[src/logic/mpfs_defines.svh]
// Purpose: Constants for the multipurpose pin function select block
// Assumes: Byte-wide registers on the chip's internal control port
// Notes: Role codes are the five low bits of each register
// Function
// - Pin four selector code 00000 routes the pin to the shared mic input for channels zero and one.
// - Pin four role code sits in bits 4:0 of an 8-bit read/write register with reserved upper bits, reset 0x00.
// - Pin five selector code 00000 routes the pin to the shared mic input for channels two and three.
// - Pin five role code sits in bits 4:0 with three reserved upper bits, register reset 0x00.
// - Pin six selector code 00000 drives the second serial data output; reset selects volume down.
// - Pin six resets to 0x11 and alone accepts code 10010, which drives a clock output.
`ifndef MPFS_DEFINES_SVH
`define MPFS_DEFINES_SVH
`define MPFS_OFS_PIN_FOUR 8'h3c
`define MPFS_OFS_PIN_FIVE 8'h3d
`define MPFS_OFS_PIN_SIX 8'h3e
`define MPFS_RST_PIN_FOUR 8'h00
`define MPFS_RST_PIN_FIVE 8'h00
`define MPFS_RST_PIN_SIX 8'h11
`define MPFS_CODE_LSB 0
`define MPFS_CODE_MSB 4
`define MPFS_CODE_PRIMARY 5'h00
`define MPFS_CODE_MUTE_IN0 5'h01
`define MPFS_CODE_MUTE_IN1 5'h02
`define MPFS_CODE_MUTE_IN2 5'h03
`define MPFS_CODE_MUTE_IN3 5'h04
`define MPFS_CODE_MUTE_IN01 5'h05
`define MPFS_CODE_MUTE_IN23 5'h06
`define MPFS_CODE_MUTE_IN_ALL 5'h07
`define MPFS_CODE_MUTE_OUT0 5'h08
`define MPFS_CODE_MUTE_OUT1 5'h09
`define MPFS_CODE_MUTE_OUT_ALL 5'h0a
`define MPFS_CODE_BANK 5'h0b
`define MPFS_CODE_COMPRESS 5'h0e
`define MPFS_CODE_BYPASS 5'h0f
`define MPFS_CODE_VOL_UP 5'h10
`define MPFS_CODE_VOL_DOWN 5'h11
`define MPFS_CODE_CLK_OUT 5'h12
`endif

[src/logic/mpfs_pkg.sv]
// Purpose: Types for the multipurpose pin function select block
// Assumes: Nothing
// Notes: Control vector bit order matches mpfs_ctrl_t
package mpfs_pkg;
  typedef struct packed {
    logic vol_down;
    logic vol_up;
    logic bypass;
    logic compress;
    logic bank;
    logic [1:0] mute_dac;
    logic [3:0] mute_adc;
  } mpfs_ctrl_t;
  typedef struct packed {
    logic [7:0] pin_four_function_select;
    logic [7:0] pin_five_function_select;
    logic [7:0] pin_six_function_select;
    logic [7:0] rd_data;
  } mpfs_state_t;
endpackage

[src/logic/mpfs_top.sv]
// Purpose: Function select registers and routing for three multipurpose pins
// Assumes: Byte register port from the chip's control interface, one access per cycle
// Notes: Pin six output enable is low while driven; the other pins are inputs only
`timescale 1ns/10ps
`include "mpfs_defines.svh"
module mpfs_top (
  input wire logic ref_clk_i,
  input wire logic rst_b_i,
  input wire logic reg_wr_i,
  input wire logic reg_rd_i,
  input wire logic [7:0] reg_addr_i,
  input wire logic [7:0] reg_wdata_i,
  output logic [7:0] reg_rdata_o,
  output logic reg_hit_o,
  input wire logic mic_input_a_pin_i,
  input wire logic mic_input_b_pin_i,
  input wire logic serial_out_b_pin_i,
  output logic serial_out_b_pin_o,
  output logic serial_out_b_pin_oe_b_o,
  input wire logic serial_data_b_i,
  input wire logic clk_out_src_i,
  output logic mic_data_01_o,
  output logic mic_data_23_o,
  output logic [3:0] mute_adc_o,
  output logic [1:0] mute_dac_o,
  output logic bank_switch_o,
  output logic compress_en_o,
  output logic bypass_en_o,
  output logic vol_up_o,
  output logic vol_down_o,
  output logic [7:0] pin_four_function_select_o,
  output logic [7:0] pin_five_function_select_o,
  output logic [7:0] pin_six_function_select_o
);
  import mpfs_pkg::*;

  mpfs_state_t st;
  mpfs_state_t next_st;
  logic [4:0] pin_four_role_code;
  logic [4:0] pin_five_role_code;
  logic [4:0] pin_six_role_code;
  logic [2:0][4:0] codes;
  logic [2:0] levels;
  mpfs_ctrl_t [2:0] reqs;
  mpfs_ctrl_t merged;
  logic six_drives;

  assign pin_four_role_code = st.pin_four_function_select[`MPFS_CODE_MSB:`MPFS_CODE_LSB];
  assign pin_five_role_code = st.pin_five_function_select[`MPFS_CODE_MSB:`MPFS_CODE_LSB];
  assign pin_six_role_code = st.pin_six_function_select[`MPFS_CODE_MSB:`MPFS_CODE_LSB];
  assign codes = {pin_six_role_code, pin_five_role_code, pin_four_role_code};
  assign levels = {serial_out_b_pin_i, mic_input_b_pin_i, mic_input_a_pin_i};

  // Upper reserved bits are kept as written, since they are read/write
  always_comb
  begin
    next_st = st;
    if (reg_wr_i)
    begin
      unique case (reg_addr_i)
        `MPFS_OFS_PIN_FOUR: next_st.pin_four_function_select = reg_wdata_i;
        `MPFS_OFS_PIN_FIVE: next_st.pin_five_function_select = reg_wdata_i;
        `MPFS_OFS_PIN_SIX: next_st.pin_six_function_select = reg_wdata_i;
        default: next_st = st;
      endcase
    end
    next_st.rd_data = 8'h00;
    if (reg_rd_i)
    begin
      unique case (reg_addr_i)
        `MPFS_OFS_PIN_FOUR: next_st.rd_data = st.pin_four_function_select;
        `MPFS_OFS_PIN_FIVE: next_st.rd_data = st.pin_five_function_select;
        `MPFS_OFS_PIN_SIX: next_st.rd_data = st.pin_six_function_select;
        default: next_st.rd_data = 8'h00;
      endcase
    end
    if (!rst_b_i)
    begin
      next_st.pin_four_function_select = `MPFS_RST_PIN_FOUR;
      next_st.pin_five_function_select = `MPFS_RST_PIN_FIVE;
      next_st.pin_six_function_select = `MPFS_RST_PIN_SIX;
      next_st.rd_data = 8'h00;
    end
  end

  always_ff @(posedge ref_clk_i)
  begin
    st <= next_st;
  end

  assign reg_rdata_o = st.rd_data;
  assign reg_hit_o = (reg_addr_i == `MPFS_OFS_PIN_FOUR) || (reg_addr_i == `MPFS_OFS_PIN_FIVE) ||
                     (reg_addr_i == `MPFS_OFS_PIN_SIX);
  assign pin_four_function_select_o = st.pin_four_function_select;
  assign pin_five_function_select_o = st.pin_five_function_select;
  assign pin_six_function_select_o = st.pin_six_function_select;

  // One decoder per pin; the clock-out code falls through to no request
  genvar g;
  generate
    for (g = 0; g < 3; g++)
    begin : g_pin
      mpfs_decode u_dec (
        .code_i(codes[g]),
        .level_i(levels[g]),
        .ctrl_o(reqs[g])
      );
    end
  endgenerate

  assign merged = reqs[0] | reqs[1] | reqs[2];
  assign mute_adc_o = merged.mute_adc;
  assign mute_dac_o = merged.mute_dac;
  assign bank_switch_o = merged.bank;
  assign compress_en_o = merged.compress;
  assign bypass_en_o = merged.bypass;
  assign vol_up_o = merged.vol_up;
  assign vol_down_o = merged.vol_down;

  // Mic data gated to zero unless the pin holds its primary role
  assign mic_data_01_o = (pin_four_role_code == `MPFS_CODE_PRIMARY) & mic_input_a_pin_i;
  assign mic_data_23_o = (pin_five_role_code == `MPFS_CODE_PRIMARY) & mic_input_b_pin_i;

  assign six_drives = (pin_six_role_code == `MPFS_CODE_PRIMARY) || (pin_six_role_code == `MPFS_CODE_CLK_OUT);
  assign serial_out_b_pin_oe_b_o = ~six_drives;
  assign serial_out_b_pin_o = (pin_six_role_code == `MPFS_CODE_CLK_OUT) ? clk_out_src_i :
                              ((pin_six_role_code == `MPFS_CODE_PRIMARY) & serial_data_b_i);
endmodule

[src/logic/mpfs_decode.sv]
// Purpose: Decode one pin's role code and the pin level into control requests
// Assumes: Pin level already synchronous; high means asserted
// Notes: Reserved and unknown codes request nothing
`timescale 1ns/10ps
`include "mpfs_defines.svh"
module mpfs_decode (
  input wire logic [4:0] code_i,
  input wire logic level_i,
  output mpfs_pkg::mpfs_ctrl_t ctrl_o
);
  import mpfs_pkg::*;

  always_comb
  begin
    ctrl_o = '0;
    if (level_i)
    begin
      unique case (code_i)
        `MPFS_CODE_MUTE_IN0: ctrl_o.mute_adc = 4'h1;
        `MPFS_CODE_MUTE_IN1: ctrl_o.mute_adc = 4'h2;
        `MPFS_CODE_MUTE_IN2: ctrl_o.mute_adc = 4'h4;
        `MPFS_CODE_MUTE_IN3: ctrl_o.mute_adc = 4'h8;
        `MPFS_CODE_MUTE_IN01: ctrl_o.mute_adc = 4'h3;
        `MPFS_CODE_MUTE_IN23: ctrl_o.mute_adc = 4'hc;
        `MPFS_CODE_MUTE_IN_ALL: ctrl_o.mute_adc = 4'hf;
        `MPFS_CODE_MUTE_OUT0: ctrl_o.mute_dac = 2'h1;
        `MPFS_CODE_MUTE_OUT1: ctrl_o.mute_dac = 2'h2;
        `MPFS_CODE_MUTE_OUT_ALL: ctrl_o.mute_dac = 2'h3;
        `MPFS_CODE_BANK: ctrl_o.bank = 1'b1;
        `MPFS_CODE_COMPRESS: ctrl_o.compress = 1'b1;
        `MPFS_CODE_BYPASS: ctrl_o.bypass = 1'b1;
        `MPFS_CODE_VOL_UP: ctrl_o.vol_up = 1'b1;
        `MPFS_CODE_VOL_DOWN: ctrl_o.vol_down = 1'b1;
        default: ctrl_o = '0;
      endcase
    end
  end
endmodule

[config.mk]
export PLATFORM = sky130hd
export DESIGN_NAME = mpfs_top
export DESIGN_NICKNAME = d
export VERILOG_FILES = /design/src/logic/mpfs_pkg.sv /design/src/logic/mpfs_top.sv /design/src/logic/mpfs_decode.sv
export VERILOG_INCLUDE_DIRS = /design/src /design/src/logic
export SDC_FILE = /design/constraint.sdc
export NUM_CORES = 1
export LEC_CHECK = 0
export ABC_AREA = 1
export BUFFER_PORTS_ARGS = -buffer_cell sky130_fd_sc_hd__buf_2
export CAP_MARGIN = 5
export CORE_MARGIN = 5
export CORE_UTILIZATION = 35
export CTS_BUF_LIST = sky130_fd_sc_hd__clkbuf_4 sky130_fd_sc_hd__clkbuf_8
export CTS_CLUSTER_SIZE = 14
export DETAILED_ROUTE_END_ITERATION = 10
export GPL_ROUTABILITY_DRIVEN = 0
export PLACE_DENSITY_LB_ADDON = 0.3
export SYNTH_ARGS = -nofsm -noshare
export SYNTH_HDL_FRONTEND = slang
export SYNTH_SLANG_ARGS = --single-unit
[constraint.sdc]
create_clock -name ref_clk_i -period 1.23 [get_ports ref_clk_i]
set_clock_uncertainty 0.1 [all_clocks]
set_input_delay 0.123 -clock ref_clk_i [delete_from_list [all_inputs] [get_ports ref_clk_i]]
set_output_delay 0.123 -clock ref_clk_i [all_outputs]
set_load 0.02 [all_outputs]
# --- Yosys cells after proc, flatten, opt, wreduce, memory -nomap -nowiden ---
# Cells that the tools add are included.
totals:
  register_bits: 32
  output_inout_bits: 48
op_classes:
  n_eq_ne: 49
  muxes: 26
  bitwise: 6
  reduce_logical: 10
op_table:
  columns: ["operator", "n"]
  rows:
  - ["5-bit by 4-bit equality test with 1-bit output (second input constant)", 18]
  - ["4-bit case mux with 7 select lines", 3]
  - ["5-bit by 3-bit equality test with 1-bit output (second input constant)", 12]
  - ["5-bit equality test (second input constant)", 7]
  - ["11-bit two-way mux", 3]
  - ["5-bit by 2-bit equality test with 1-bit output (second input constant)", 6]
  - ["8-bit by 6-bit equality test with 1-bit output (second input constant)", 3]
  - ["8-bit case mux with 3 select lines", 1]
  - ["11-bit bitwise OR", 2]
  - ["2-bit case mux with 3 select lines", 3]
  - ["1-bit two-way mux", 16]
  - ["5-bit by 1-bit equality test with 1-bit output (second input constant)", 3]
  - ["5-bit logical NOT", 3]
  - ["2-bit AND reduction", 4]
  - ["1-bit AND", 3]
  - ["1-bit logical OR", 3]
  - ["1-bit inverter", 1]

# --- Depth between registers and ports, before layout ---
depth:
  ltp_word: 5
  mapped_depth: 9
  mapped_depth_nobuf: 7

# --- Cells and area by module ---
# From an unflattened synthesis, not the netlist that was laid out.
unflattened:
  hier_cells: 358
  hier_area_um2: 2195.9
modules_own_cells:
  columns: ["mod", "instances", "cells_per_inst", "area_per_inst_um2", "seq_area_each_um2"]
  rows:
  - ["mpfs_top", 1, 253, 1719.1, 640.6]
  - ["mpfs_decode", 3, 35, 158.9, 0.0]

# --- Least setup slack after synthesis ---
# Ideal clock, no wire load.
synth_path:
  kind: "reg-to-output"
  startpoint: "register st, in the netlist pin_six_function_select_o[3]"
  endpoint: "output serial_out_b_pin_oe_b_o"
  arrival_ns: 1.428
  required_ns: 1.007
  setup_slack_ns: -0.421
  path_stages_with_launch: 5
  path_buffers: 1
  cell_sequence: "dfxtp_1 > clkbuf_1 > nor2_1 > nand3_1 > a21boi_0"
synth_via:
  elab_chain_cells: 3
synth_rtl:
  columns: ["element", "line_no", "rtl"]
  rows:
  - ["start, declared", "mpfs_top.sv:37", "mpfs_state_t st;"]
  - ["start signal, assigned", "mpfs_top.sv:88", "st <= next_st;"]
  - ["5-bit equality test (no source line) or 5-bit logical NOT (tied branches)", null, null]
  - ["1-bit logical OR (*)", "mpfs_top.sv:124", "assign six_drives = (pin_six_role_code == `MPFS_CODE_PRIMARY) || (pin_six_role_code == `MPFS_CODE_CLK_OUT);"]
  - ["1-bit inverter (*)", "mpfs_top.sv:125", "assign serial_out_b_pin_oe_b_o = ~six_drives;"]
  - ["end, declared", "mpfs_top.sv:19", "output logic serial_out_b_pin_oe_b_o,"]
# Mark *: on every way between the ends. The rest lies on a longest branch, timed or not.

# --- Worst setup path in the final report ---
layout_path:
  startpoint: "register st, in the netlist pin_five_function_select_o[1]"
  endpoint: "output mute_adc_o[0]"
layout_via:
  elab_chain_cells: 5
layout_rtl:
  columns: ["element", "line_no", "rtl"]
  rows:
  - ["5-bit by 3-bit equality test with 1-bit output, or another cell as far along", "mpfs_decode.sv:18", "unique case (code_i)"]
  - ["4-bit case mux with 7 select lines (*)", "mpfs_decode.sv:18", null]
  - ["11-bit two-way mux (*)", "mpfs_decode.sv:16", "if (level_i)"]
  - ["11-bit bitwise OR (*) (2 in a row)", "mpfs_top.sv:111", "assign merged = reqs[0] | reqs[1] | reqs[2];"]
  - ["end, declared", "mpfs_top.sv:24", "output logic [3:0] mute_adc_o,"]
# Marks and branches as above.

==> metrics.md <==
| Metric | Value |
|---|---|
| Outcome | `complete, but fails checks` |
| Failing checks | `setup timing` |
| Final period util | `1.29` |
| Hold slack final | `0.00186 ns` |
| Register bit total from synthesis | `32` |
| Worst hold path class | `input port to flip-flop` |
| Worst r2r path cells | `6` |
| CP delay by family, top | `simple AND/OR/NAND/NOR gates` |
| Post-Syn Area | `2040 µm²` |
| Tmin final | `1.58 ns` |
| CP max-delay cell | `dfxtp_2` |
| Clock transition at the registers of the reported paths | `0.06 ns` |
| WP data required | `1.01 ns` |
| Antenna-violating nets left | `0` |
| Netlist cell types | `25` |
| Worst Path Arrival | `1.36 ns` |
| Synth top area cells | `dfxtp_1, nand2_1, nand3_1, inv_1, nand4_1` |
| Die height | `86.4 µm` |
| Syn Area/Cell | `6.32 µm²` |
| Slew HR | `0.826` |
| R2R setup slack | `0.17 ns` |
| Crit path launch type | `flip-flop` |
| Final Hold Fails | `0` |
| Remaining Overflow, GRT | `0` |
| Syn nets | `348` |
| Endpoints failing setup | `15` |
| RSZ-0062 raised after global routing | `true` |
| Max IR drop VDD | `0.000641 V` |
| H-tree levels | `2` |
| Critical path class | `flip-flop to output pin` |
| Fin nets | `482` |
| Via count | `2686` |
| Max-cap viol count | `0` |
| Hold Path Depth | `3` |
| Clock buffer depth | `2` |
| Clock Root Buffer | `clkbuf_8` |
| Critical Path End Type | `output pin` |
| PwrDens | `634 nW/µm²` |
| Initial antenna violation count | `0` |
| CTS buffer count | `5` |
| Drt total wl | `7.54 mm` |
| Pin count of the biggest net entering global routing | `20` |
| Routed WL per cell | `14.2 µm` |
| Worst setup margin | `-0.352 ns` |
| Largest area contributor in the synthesized netlist | `dfxtp_1` |
| Initial Utilization | `0.366` |
| Sequential area share after synthesis | `0.314` |
| DRC viols | `0` |
| DRT Pass-1 Iters | `4` |
| First-pass GRT wire length | `11.5 mm` |
| CTS tree | `done` |
| Core footprint | `5570 µm²` |
| Ant diodes | `0` |
| Row Count | `27` |
| CTS Sinks | `32` |
| Io pins | `73` |
| CP most frequent cell | `nand2_1` |
| Die Area | `7460 µm²` |
| Chip width | `86.4 µm` |
| Buf/Inv on CP | `2` |
| Via density | `5.07` |
| Layout cell share with drive strength beyond 1 | `0.515` |
| End-of-flow core utilization | `0.634` |
| Slowest stage delay, CP | `0.34 ns` |
| Worst Max-Slew Pin Slew | `0.260 ns` |
| Total track usage | `0.188` |
| Filler instances | `524` |
| Clock Latency Late Sink | `0.27 ns` |
| Slew Limit Fails | `0` |
| Area growth syn-to-layout | `73.0%` |
| Vias in the first global route | `2492` |
| Starting DRT DRC Count | `105` |
| Critical path peak fanout | `4` |
| Share of the synthesized area in the top cell type | `0.314` |
| Lkg Pwr | `0.00182 µW` |
| Warnings, synthesis | `0` |
| Post-Syn Instances | `323` |
| Detail Placement HPWL | `5.49 mm` |
| Stages on worst setup path | `8` |
| Cell chain of the critical path | `inv_1 > nand2_1 > nor2_2 > nand2_1 > nand2_1 > nand2_1 > nand3_2 > buf_4` |
| Fmax | `632 MHz` |
| PortBufs | `72` |
logic make-up (layout without fill, tap and decap cells):
logic type             count (synthesis)  after routing  synth area share
AO/OA/AOI/OAI                         27             27            0.0741
AND/OR/NAND/NOR                      216            216             0.505
buffers and inverters                 48            183             0.107
flip-flops                            32             32             0.314
worst paths after layout:
check                                                                start                                    endpoint
worst max-delay path            pin_five_function_select_o[1]$_SDFFE_PN0P_                               mute_adc_o[0]
worst min register to register  pin_five_function_select_o[5]$_SDFFE_PN0P_  pin_five_function_select_o[5]$_SDFFE_PN0P_
worst min-delay path                                        reg_wdata_i[0]   pin_six_function_select_o[0]$_SDFFE_PN1P_
worst max register to register  pin_four_function_select_o[2]$_SDFFE_PN0P_                   reg_rdata_o[2]$_SDFF_PN0_
flip-flops by register name, summed over array words and instances, names as in the netlist:
register and count:
pin_four_function_select_o 8, reg_rdata_o 8, pin_six_function_select_o 8, pin_five_function_select_o 8
power by group:
part / internal, µW / switching, µW
Combinational: 96.0 / 139
Clock: 622 / 366
Sequential: 1020 / 1.93
Total: 1730 / 507
layer usage:
metal	global-route usage	wire length (µm)	share of wire	up-vias
met5	0	0	0	-
met4	0.0538	150	0.020	0
met3	0.0304	508	0.067	13
met2	0.315	3730	0.49	107
met1	0.249	3160	0.42	1226
li1	-	-	-	1340
per-stage QoR:
| step | power, µW | area [µm²] | TNS [ns] | setup WS [ns] | instances |
|---|---|---|---|---|---|
| detailed placement | 1270 | 2960 | -1.95 | -0.139 | 516 |
| global placement | 1270 | 2960 | -1.29 | -0.118 | 516 |
| finish | 2240 | 3530 | -4.31 | -0.352 | 530 |
| global route | 2340 | 3530 | -5.40 | -0.430 | 530 |
| CTS | 2260 | 3300 | -4.40 | -0.347 | 527 |
| floorplan | 1160 | 2140 | -0.500 | -0.0932 | 323 |
cell type report:
class / count / area (µm²) / share of cell area
Timing Repair Buffer: 139 / 1020 / 0.288
Clock buffer: 6 / 76.3 / 0.0216
Inverter: 36 / 158 / 0.0446
Clock inverter: 2 / 35.0 / 0.00992
Multi-Input combinational cell: 243 / 1470 / 0.416
Sequential cell: 32 / 684 / 0.194
Tap cell: 72 / 90.1 / 0.0255
synthesized netlist by cell type:
cell type and n:
clkbuf_1 3, a21oi_4 1, o21ai_0 7, dfxtp_1 32, inv_2 1, nor2_1 25
nor4_1 2, nand2_1 95, nand3_1 58, a21boi_0 1, buf_6 4, clkinv_1 1
nand2_4 2, o211ai_1 1, buf_2 4, nor2_2 1, nor2_8 2, nand3_2 2
a21oi_1 17, inv_1 34, nor2_4 3, buf_4 1, nand2_2 1, nor3_1 6
nand4_1 19
tightest hold or removal path: stages:
cell	delay, ns
buf_2	0.11
nand2_1	0.05
nand3_1	0.05
layout by cell type (no fill, tap or decap), types with 2 or more instances in the layout:
master,count
nand2_1,84
buf_4,56
buf_2,55
nand3_1,43
buf_6,26
inv_1,19
nand4_1,19
a21oi_1,17
dfxtp_1,17
nand3_2,16
nor2_1,15
nor2_4,10
dfxtp_4,10
inv_4,9
inv_2,7
nand2_4,7
nand2_2,7
clkbuf_8,5
dfxtp_2,5
nor3_4,4
nor2_2,4
o21ai_1,2
o21ai_2,2
o21ai_0,2
nor2_8,2
what timing repair did:
| item | in CTS | in global routing |
|---|---|---|
| endpoints found under the setup margin | 15 | 18 |
| hold buffers | 1 | 0 |
| resized for setup | 72 | 61 |
| pin swaps | 24 | 27 |
| buffers inserted | 2 | 3 |
| hold endpoints to repair | 1 | 0 |
(Power assumes the default switching activity.)
